`config.mk`:
```
export PLATFORM = sky130hd
export DESIGN_NAME = cpu_addr_decode
export DESIGN_NICKNAME = d
export VERILOG_FILES = /design/src/verilog/cpu_amd_pkg.sv /design/src/verilog/mul_if.sv /design/src/verilog/mul_unit.sv /design/src/verilog/cpu_addr_decode.sv
export SDC_FILE = /design/constraint.sdc
export NUM_CORES = 1
export LEC_CHECK = 0
export ABC_AREA = 1
export BUFFER_PORTS_ARGS = -buffer_cell sky130_fd_sc_hd__buf_2
export CORE_AREA = 2 2 178 93
export DETAILED_ROUTE_END_ITERATION = 8
export DIE_AREA = 0 0 180 95
export PLACE_DENSITY = 0.83
export SYNTH_ARGS = -nofsm -noshare
export SYNTH_HDL_FRONTEND = slang
export SYNTH_HIERARCHICAL = 1
export SYNTH_SLANG_ARGS = --single-unit
```
`constraint.sdc`:
```
create_clock -name sys_clk -period 5.3 [get_ports sys_clk]
set_input_delay 0.795 -clock sys_clk [delete_from_list [all_inputs] [get_ports sys_clk]]
set_output_delay 0.795 -clock sys_clk [all_outputs]
set_load 0.05 [all_outputs]
```
`src/verilog/cpu_amd_pkg.sv`:
```
/*
 Shared constants and types for the operand-fetch and address unit.
 Assumes a byte-wide program memory with a 13-bit address space.
*/
package cpu_amd_pkg;
	// ----------------------------------------------------------------
	// Widths and counts
	// ----------------------------------------------------------------
	localparam int ADDR_W = 13;
	typedef logic [ADDR_W-1:0] addr_t;
	typedef logic [7:0] byte_t;
	typedef logic [5:0] instr_idx_t;
	localparam instr_idx_t NUM_INSTR = 6'h3E;
	localparam int NUM_MODES = 8;

	// ----------------------------------------------------------------
	// Addressing modes and instruction lengths
	// ----------------------------------------------------------------
	typedef enum logic [2:0] {
		AM_INH, AM_IMM, AM_DIR, AM_EXT, AM_IX, AM_IX1, AM_IX2, AM_REL
	} am_e;
	typedef logic [1:0] len_t;
	localparam len_t LEN_1 = 2'h1;
	localparam len_t LEN_2 = 2'h2;
	localparam len_t LEN_3 = 2'h3;

	// ----------------------------------------------------------------
	// Fixed values
	// ----------------------------------------------------------------
	localparam byte_t ZERO_HI = 8'h00;
	localparam addr_t PC_RST = 13'h0000;
	localparam addr_t PC_STEP = 13'h0001;
	localparam addr_t ADDR_ZERO = 13'h0000;
	localparam byte_t BYTE_ZERO = 8'h00;
endpackage

```
`src/verilog/mul_if.sv`:
```
/*
 Carrier between the address unit and its multiplier.
 Assumes both ends share the system clock.
*/
`timescale 1ns/1ps
interface mul_if;
	logic [7:0] a;
	logic [7:0] x;
	logic start;
	logic [15:0] prod;
	logic done;
	modport host(output a, output x, output start,
		input prod, input done);
	modport unit(input a, input x, input start,
		output prod, output done);
endinterface

```
`src/verilog/mul_unit.sv`:
```
/*
 Registered 8 by 8 unsigned multiplier.
 Assumes operands are stable in the cycle that start is high.
*/
`timescale 1ns/1ps
module mul_unit (
	input wire logic sys_clk,
	input wire logic reset,
	mul_if.unit m
);
	logic [15:0] prod_ff;
	logic done_ff;

	// ----------------------------------------------------------------
	// Product register
	// ----------------------------------------------------------------
	always_ff @(posedge sys_clk) begin
		if (reset) begin
			prod_ff <= 16'h0000;
			done_ff <= 1'b0;
		end else begin
			done_ff <= m.start;
			if (m.start) begin
				prod_ff <= {8'h00, m.a} * {8'h00, m.x};
			end
		end
	end

	assign m.prod = prod_ff;
	assign m.done = done_ff;
endmodule

```
`src/verilog/cpu_addr_decode.sv`:
```
/*
 Operand fetch and effective address generation for an 8-bit CPU.
 Assumes memory read data arrive the cycle after mem_rd_ff, and that
 the opcode table answers mode, index and flags from opcode_ff.
*/
`timescale 1ns/1ps

// What this block does
// - Only 62 instructions; others flagged illegal.
// - Multiply A by X; high to X.
// - Inherent is one byte, no address.
// - Immediate is two bytes, literal operand.
// - Direct uses byte two, high zero.
// - Extended is three bytes, high first.
// - Indexed no offset uses X, high zero.
// - Indexed 8-bit offset adds X unwrapped.
// - Indexed 16-bit offset adds X, high first.
// - Taken branch adds signed offset to PC.
// - Untaken branch continues at next instruction.
// - Offset spans -128..+127 from next address.
module cpu_addr_decode (
	input wire logic sys_clk,
	input wire logic reset,
	input wire logic go,
	input wire logic pc_load,
	input wire cpu_amd_pkg::addr_t pc_in,
	input wire cpu_amd_pkg::byte_t mem_rdata,
	input wire cpu_amd_pkg::am_e mode_in,
	input wire cpu_amd_pkg::instr_idx_t instr_idx,
	input wire logic is_mul,
	input wire logic br_cond,
	input wire cpu_amd_pkg::byte_t acc_in,
	input wire cpu_amd_pkg::byte_t idx_in,
	output cpu_amd_pkg::addr_t mem_addr_ff,
	output logic mem_rd_ff,
	output cpu_amd_pkg::byte_t opcode_ff,
	output cpu_amd_pkg::byte_t imm_ff,
	output logic imm_vld_ff,
	output cpu_amd_pkg::addr_t ea_ff,
	output logic ea_vld_ff,
	output cpu_amd_pkg::addr_t pc_ff,
	output cpu_amd_pkg::byte_t acc_out_ff,
	output cpu_amd_pkg::byte_t idx_out_ff,
	output logic ax_wr_ff,
	output logic illegal_ff,
	output logic done_ff,
	output logic busy_ff
);
	import cpu_amd_pkg::*;

	// ----------------------------------------------------------------
	// State and operand registers
	// ----------------------------------------------------------------
	typedef enum logic [3:0] {
		S_IDLE, S_OPC, S_CAP, S_MODE, S_RD1, S_CAP1,
		S_RD2, S_CAP2, S_MUL, S_EXEC
	} st_e;

	st_e st_ff;
	am_e mode_ff;
	len_t len_ff;
	byte_t b1_ff;
	byte_t b2_ff;
	logic mul_go_ff;

	mul_if mi();

	mul_unit u_mul (
		.sys_clk(sys_clk),
		.reset(reset),
		.m(mi.unit)
	);

	// ----------------------------------------------------------------
	// Decode and address arithmetic
	// ----------------------------------------------------------------
	wire len_t len_dec;
	wire logic idx_bad;
	wire logic [15:0] ofs16;
	wire logic [8:0] sum9;
	wire logic [15:0] sum16;
	wire addr_t ea_dir;
	wire addr_t ea_ext;
	wire addr_t ea_ix;
	wire addr_t ea_ix1;
	wire addr_t ea_ix2;
	wire addr_t rel_ofs;
	wire addr_t rel_tgt;
	wire addr_t pc_inc;
	wire logic mem_mode;
	wire addr_t ea_sel;

	assign len_dec = (mode_in == AM_INH || mode_in == AM_IX) ? LEN_1 :
		(mode_in == AM_EXT || mode_in == AM_IX2) ? LEN_3 : LEN_2;
	assign idx_bad = instr_idx >= NUM_INSTR;
	assign ofs16 = {b1_ff, b2_ff};
	assign sum9 = {1'b0, b1_ff} + {1'b0, idx_in};
	assign sum16 = ofs16 + {ZERO_HI, idx_in};
	assign ea_dir = addr_t'({ZERO_HI, b1_ff});
	assign ea_ext = ofs16[ADDR_W-1:0];
	assign ea_ix = addr_t'({ZERO_HI, idx_in});
	assign ea_ix1 = addr_t'(sum9);
	assign ea_ix2 = sum16[ADDR_W-1:0];
	assign rel_ofs = addr_t'({{(ADDR_W-8){b1_ff[7]}}, b1_ff});
	assign rel_tgt = pc_ff + rel_ofs;
	assign pc_inc = pc_ff + PC_STEP;
	assign mem_mode = mode_ff == AM_DIR || mode_ff == AM_EXT ||
		mode_ff == AM_IX || mode_ff == AM_IX1 || mode_ff == AM_IX2;
	assign ea_sel = (mode_ff == AM_DIR) ? ea_dir :
		(mode_ff == AM_EXT) ? ea_ext :
		(mode_ff == AM_IX) ? ea_ix :
		(mode_ff == AM_IX1) ? ea_ix1 : ea_ix2;

	assign mi.a = acc_in;
	assign mi.x = idx_in;
	assign mi.start = mul_go_ff;

	// ----------------------------------------------------------------
	// Sequencer
	// ----------------------------------------------------------------
	// The PC is bumped as each byte lands, so at S_EXEC it already
	// points past the instruction; branch offsets need no correction.
	always_ff @(posedge sys_clk) begin
		if (reset) begin
			st_ff <= S_IDLE;
			mode_ff <= AM_INH;
			len_ff <= LEN_1;
			b1_ff <= BYTE_ZERO;
			b2_ff <= BYTE_ZERO;
			mul_go_ff <= 1'b0;
			mem_addr_ff <= ADDR_ZERO;
			mem_rd_ff <= 1'b0;
			opcode_ff <= BYTE_ZERO;
			imm_ff <= BYTE_ZERO;
			imm_vld_ff <= 1'b0;
			ea_ff <= ADDR_ZERO;
			ea_vld_ff <= 1'b0;
			pc_ff <= PC_RST;
			acc_out_ff <= BYTE_ZERO;
			idx_out_ff <= BYTE_ZERO;
			ax_wr_ff <= 1'b0;
			illegal_ff <= 1'b0;
			done_ff <= 1'b0;
			busy_ff <= 1'b0;
		end else begin
			mem_rd_ff <= 1'b0;
			mul_go_ff <= 1'b0;
			imm_vld_ff <= 1'b0;
			ea_vld_ff <= 1'b0;
			ax_wr_ff <= 1'b0;
			illegal_ff <= 1'b0;
			done_ff <= 1'b0;
			case (st_ff)
			S_IDLE: begin
				if (pc_load) begin
					pc_ff <= pc_in;
				end else if (go) begin
					mem_addr_ff <= pc_ff;
					mem_rd_ff <= 1'b1;
					busy_ff <= 1'b1;
					st_ff <= S_OPC;
				end
			end
			S_OPC: st_ff <= S_CAP;
			S_CAP: begin
				opcode_ff <= mem_rdata;
				pc_ff <= pc_inc;
				st_ff <= S_MODE;
			end
			S_MODE: begin
				mode_ff <= mode_in;
				len_ff <= len_dec;
				if (idx_bad) begin
					illegal_ff <= 1'b1;
					done_ff <= 1'b1;
					busy_ff <= 1'b0;
					st_ff <= S_IDLE;
				end else if (is_mul) begin
					mul_go_ff <= 1'b1;
					st_ff <= S_MUL;
				end else if (len_dec == LEN_1) begin
					st_ff <= S_EXEC;
				end else begin
					mem_addr_ff <= pc_ff;
					mem_rd_ff <= 1'b1;
					st_ff <= S_RD1;
				end
			end
			S_RD1: st_ff <= S_CAP1;
			S_CAP1: begin
				b1_ff <= mem_rdata;
				pc_ff <= pc_inc;
				if (len_ff == LEN_3) begin
					mem_addr_ff <= pc_inc;
					mem_rd_ff <= 1'b1;
					st_ff <= S_RD2;
				end else begin
					st_ff <= S_EXEC;
				end
			end
			S_RD2: st_ff <= S_CAP2;
			S_CAP2: begin
				b2_ff <= mem_rdata;
				pc_ff <= pc_inc;
				st_ff <= S_EXEC;
			end
			S_MUL: begin
				if (mi.done) begin
					idx_out_ff <= mi.prod[15:8];
					acc_out_ff <= mi.prod[7:0];
					ax_wr_ff <= 1'b1;
					done_ff <= 1'b1;
					busy_ff <= 1'b0;
					st_ff <= S_IDLE;
				end
			end
			S_EXEC: begin
				imm_ff <= b1_ff;
				imm_vld_ff <= mode_ff == AM_IMM;
				ea_ff <= ea_sel;
				ea_vld_ff <= mem_mode;
				if (mode_ff == AM_REL && br_cond) begin
					pc_ff <= rel_tgt;
				end
				done_ff <= 1'b1;
				busy_ff <= 1'b0;
				st_ff <= S_IDLE;
			end
			default: st_ff <= S_IDLE;
			endcase
		end
	end

	// ----------------------------------------------------------------
	// Checks
	// ----------------------------------------------------------------
	chk_instr_count: assert property (
		@(posedge sys_clk) disable iff (reset)
		illegal_ff |-> $past(instr_idx) >= NUM_INSTR)
		else $error("illegal flagged for a valid index");

	chk_mul_split: assert property (
		@(posedge sys_clk) disable iff (reset)
		ax_wr_ff |-> {idx_out_ff, acc_out_ff} ==
			{ZERO_HI, $past(acc_in, 2)} * {ZERO_HI, $past(idx_in, 2)})
		else $error("multiply result misplaced");

	chk_inh_nofetch: assert property (
		@(posedge sys_clk) disable iff (reset)
		(st_ff == S_MODE && mode_in == AM_INH && !is_mul && !idx_bad)
		|=> !mem_rd_ff ##1 done_ff && !ea_vld_ff)
		else $error("inherent instruction fetched an operand");

	chk_imm_value: assert property (
		@(posedge sys_clk) disable iff (reset)
		imm_vld_ff |-> mode_ff == AM_IMM && !ea_vld_ff &&
			imm_ff == $past(mem_rdata, 2))
		else $error("immediate value wrong");

	chk_dir_page: assert property (
		@(posedge sys_clk) disable iff (reset)
		(ea_vld_ff && mode_ff == AM_DIR) |->
			ea_ff == addr_t'({ZERO_HI, $past(mem_rdata, 2)}))
		else $error("direct address wrong");

	chk_ext_order: assert property (
		@(posedge sys_clk) disable iff (reset)
		(ea_vld_ff && mode_ff == AM_EXT) |-> ea_ff ==
			addr_t'({$past(mem_rdata, 4), $past(mem_rdata, 2)}))
		else $error("extended address wrong");

	chk_ix_zero: assert property (
		@(posedge sys_clk) disable iff (reset)
		(ea_vld_ff && mode_ff == AM_IX) |->
			ea_ff == addr_t'({ZERO_HI, $past(idx_in)}))
		else $error("indexed address wrong");

	chk_ix1_sum: assert property (
		@(posedge sys_clk) disable iff (reset)
		(ea_vld_ff && mode_ff == AM_IX1) |-> ea_ff ==
			addr_t'({1'b0, $past(mem_rdata, 2)} + {1'b0, $past(idx_in)}))
		else $error("indexed 8-bit offset address wrong");

	chk_ix2_trunc: assert property (
		@(posedge sys_clk) disable iff (reset)
		(ea_vld_ff && mode_ff == AM_IX2) |-> ea_ff ==
			addr_t'({$past(mem_rdata, 4), $past(mem_rdata, 2)} +
			{ZERO_HI, $past(idx_in)}))
		else $error("indexed 16-bit offset address wrong");

	chk_rel_taken: assert property (
		@(posedge sys_clk) disable iff (reset)
		(done_ff && mode_ff == AM_REL && $past(br_cond) &&
			$past(st_ff) == S_EXEC) |-> pc_ff == $past(pc_ff) +
			addr_t'({{(ADDR_W-8){$past(b1_ff[7])}}, $past(b1_ff)}))
		else $error("branch target wrong");

	chk_rel_skip: assert property (
		@(posedge sys_clk) disable iff (reset)
		(done_ff && mode_ff == AM_REL && !$past(br_cond) &&
			$past(st_ff) == S_EXEC) |-> pc_ff == $past(pc_ff))
		else $error("untaken branch moved the PC");
endmodule

```
==> results.txt <==
Min-delay src - idx_out_ff[0]$_SDFFE_PP0P_
Max-Slew Margin vs Limit - 43.8%
Final setup vio count - 0
Initial core utilization - 57.3%
Hold buffers post-CTS - 0
Reg2reg path depth - 9
Slew @ Worst Pin - 0.841 ns
Top-level port count - 130
Max Slew Vio Count - 0
Vias after detailed routing - 9264
Vias in the first global route - 8159
Storage cell area - 2420 um2
Core area - 15700 um2
Synth Instances - 1332
CP cell instances - buf_2 -> nand2_1 -> fa_1 -> fa_1 -> inv_1 -> fa_1 -> inv_1 -> fa_1 -> inv_1 -> ha_1 -> nand2_1 -> nand2_1 -> nand2_1 -> nand2_1 -> inv_1 -> nand2_1 -> xnor2_1 -> nand2_1 -> nand2_1 -> inv_1
Die Area - 17100 um2
Worst vdd ir - 0.209 mV
Vias per inst - 5.60
Setup TNS - 0 ns
CP top delay family - adder cells
Slowest stage delay, CP - 0.55 ns
Final ANT Viol Nets - 0
Tmin final - 4.28 ns
Worst-path clk slew - 0.06 ns
LEAKAGE - 5.49 nW
Port Buffer Count - 128
HP Class - reg -> reg
Register area share after synthesis - 26.9%
Clock sinks - 121
Clk_skew - 0.0150 ns
# diodes - 0
Root Driver - clkbuf_16
Hold endpoint - idx_out_ff[0]$_SDFFE_PP0P_
Final period util - 80.7%
Multi-input gate area - 5540 um2
H-tree Lvls - 4
YS warnings - 6
Max Cap Viol - 0
Setup CP Type - in -> reg
RR Startpoint - st_ff[3]$_SDFFE_PP0P_
Critical Path Source Type - input pin
Per-cell routed wire length - 17.0 um
Post-CTS Setup Inserts - 0
Reg2reg end - pc_ff[9]$_SDFFE_PP0P_
Post-CTS sizing - 0
CP max FO - 11
Syn Nets - 1488
Initial DRC count - 1142
Hold path cells - 2
DRT Wirelength - 28100 um
Antenna violations before repair - 0
Avg Inst Size Synth - 6.77 um2
Critical Path RT - 5.62 ns
CP most frequent cell - nand2_1
Final GP Congestion - 0.985
Largest net degree at the start of global routing - 58
Yosys reg bits - 121
Die Ht - 95 um
Layout cell share with drive strength beyond 1 - 13.9%
CTS tree - built
Post-Place Cell Area - 9710 um2
GRT Util Overall - 33.0%
Maximum clock insertion buffer count - 2
FP Rows - 33
DR pass1 iterations - 6
CP max-delay cell - fa_1
Congestion Overflow GR - 0
Synth-to-Final Area Change - 14.2%
Setup crit end kind - flip-flop
Post-layout instance area - 10300 um2
# nets final - 1586
Placed Cells - 1621
Fmax - 234 MHz
Fill count - 1382
Outcome - complete, no violations
Number of flops mapped to enable cells by yosys - 0
DRC viols - 0
PD cells - 359 nW/um2
Critical path data arrival time - 4.60 ns
Post-synth ARST share - 0%
Unrepaired setup endpoints after global routing - false
Post-synth cell types - 49
First-pass GRT wire length - 44200 um
Synthesized cell area - 9020 um2
Num CTS Buffers - 17
Reg2Reg Setup Slack - 2.93 ns
Worst path buffer plus inverter count - 6
Die span in x - 180 um
Final total power - 3.70 mW
Fin cells - 1653
Worst-Skew Late Latency - 0.42 ns
Hpwl dp - 21500 um
Final Hold Fails - 0
Top_reg_cell synth - dfxtp_1
[worst register-to-register path: stages (launching register included)]
cell and delay (ns):
dfxtp_1 0.37, inv_1 0.08, nor2_2 0.16, nand2_4 0.23, inv_2 0.55, nor2_2 0.26
nand2_1 0.10, o21ai_0 0.09, nor2_1 0.29, a21oi_1 0.11
[worst max path at each step]
stage | startpoint | depth (start not counted) | to | slack (ns)
2_1_floorplan | acc_in[2] | 19 | u_mul/m.prod[15]$_SDFFE_PP0P_ | 0.94
3_3_place_gp | idx_in[3] | 20 | u_mul/m.prod[10]$_SDFFE_PP0P_ | 0.71
3_5_place_dp | idx_in[5] | 19 | u_mul/m.prod[15]$_SDFFE_PP0P_ | 0.66
4_1_cts | idx_in[5] | 20 | u_mul/m.prod[10]$_SDFFE_PP0P_ | 1.07
5_1_grt | idx_in[3] | 18 | u_mul/m.prod[10]$_SDFFE_PP0P_ | 0.82
6_report | idx_in[5] | 20 | u_mul/m.prod[10]$_SDFFE_PP0P_ | 1.02
[cells by family after synthesis]
logic type      after synthesis  synth area share, %
simple gates                574                 26.9
buf+inv                     271                 11.7
compound gates              241                 14.9
flops                       121                 26.9
fa+ha+maj                   104                 17.7
xor+xnor                     21                 2.04
[flip-flops by register name, indices dropped and copies added (netlist names), 2 cells and up]
name / count
u_mul/m.prod: 16
ea_ff: 13
mem_addr_ff: 13
pc_ff: 13
acc_out_ff: 8
b1_ff: 8
b2_ff: 8
idx_out_ff: 8
imm_ff: 8
opcode_ff: 8
st_ff: 4
mode_ff: 3
len_ff: 2
[power by group]
part | total (mW) | switching (mW) | leakage [nW] | internal (mW)
clock | 1.19 | 0.485 | 0.285 | 0.706
combinational | 1.41 | 0.969 | 4.22 | 0.442
sequential | 1.09 | 0.121 | 0.981 | 0.972
[area by class of cell]
| type | instances | area share (%) |
|---|---|---|
| Clock buffer | 18 | 4.17 |
| Clock inverter | 14 | 1.57 |
| Inverter | 220 | 8.04 |
| Multi-Input combinational cell | 940 | 53.8 |
| Sequential cell | 121 | 23.5 |
| Tap cell | 210 | 2.55 |
| Timing Repair Buffer | 130 | 6.36 |
[per-stage QoR]
stage	setup slack [ns]	util (%)	hold slack, ns
after CTS	1.07	65.5	0.466
after global routing	0.817	65.5	0.490
final	1.02	65.5	0.463
after floorplan	0.945	-	0.443
after detailed placement	0.660	61.7	0.454
after global placement	0.712	61.7	0.447
[metal layers]
metal  track usage [%]  vias up  share of wire (%)
li1                  -     4461                  -
met1              53.8     4229                 49
met2              41.0      551                 36
met3              10.1       23                 14
met4              5.28        0               0.67
met5                 0        -                  0
[cells in the mapped netlist (all sizes together) (13+ instances only)]
cell	instances	area [um2]
inv	219	825
nand3	88	455
buf	13	86.3
ha	65	813
fa	39	781
clkbuf	38	143
a21oi	101	509
nor2	130	513
nand4	14	87.6
nand2	319	1220
dfxtp	121	2420
o21ai	96	503
xor2	13	114
[layout by cell type (no fill, tap or decap), types with 13 or more instances in the layout]
cell type / netlist / layout
nand3_1: 85 / 85
inv_1: 206 / 206
fa_1: 39 / 39
nand2_1: 312 / 312
o21ai_0: 89 / 89
buf_2: 9 / 128
a21oi_1: 100 / 100
xor2_1: 13 / 13
nor2_1: 122 / 122
nand4_1: 14 / 14
dfxtp_1: 121 / 121
ha_1: 65 / 65
clkbuf_16: 0 / 17
No activity file was read; power rests on OpenSTA's default activity.
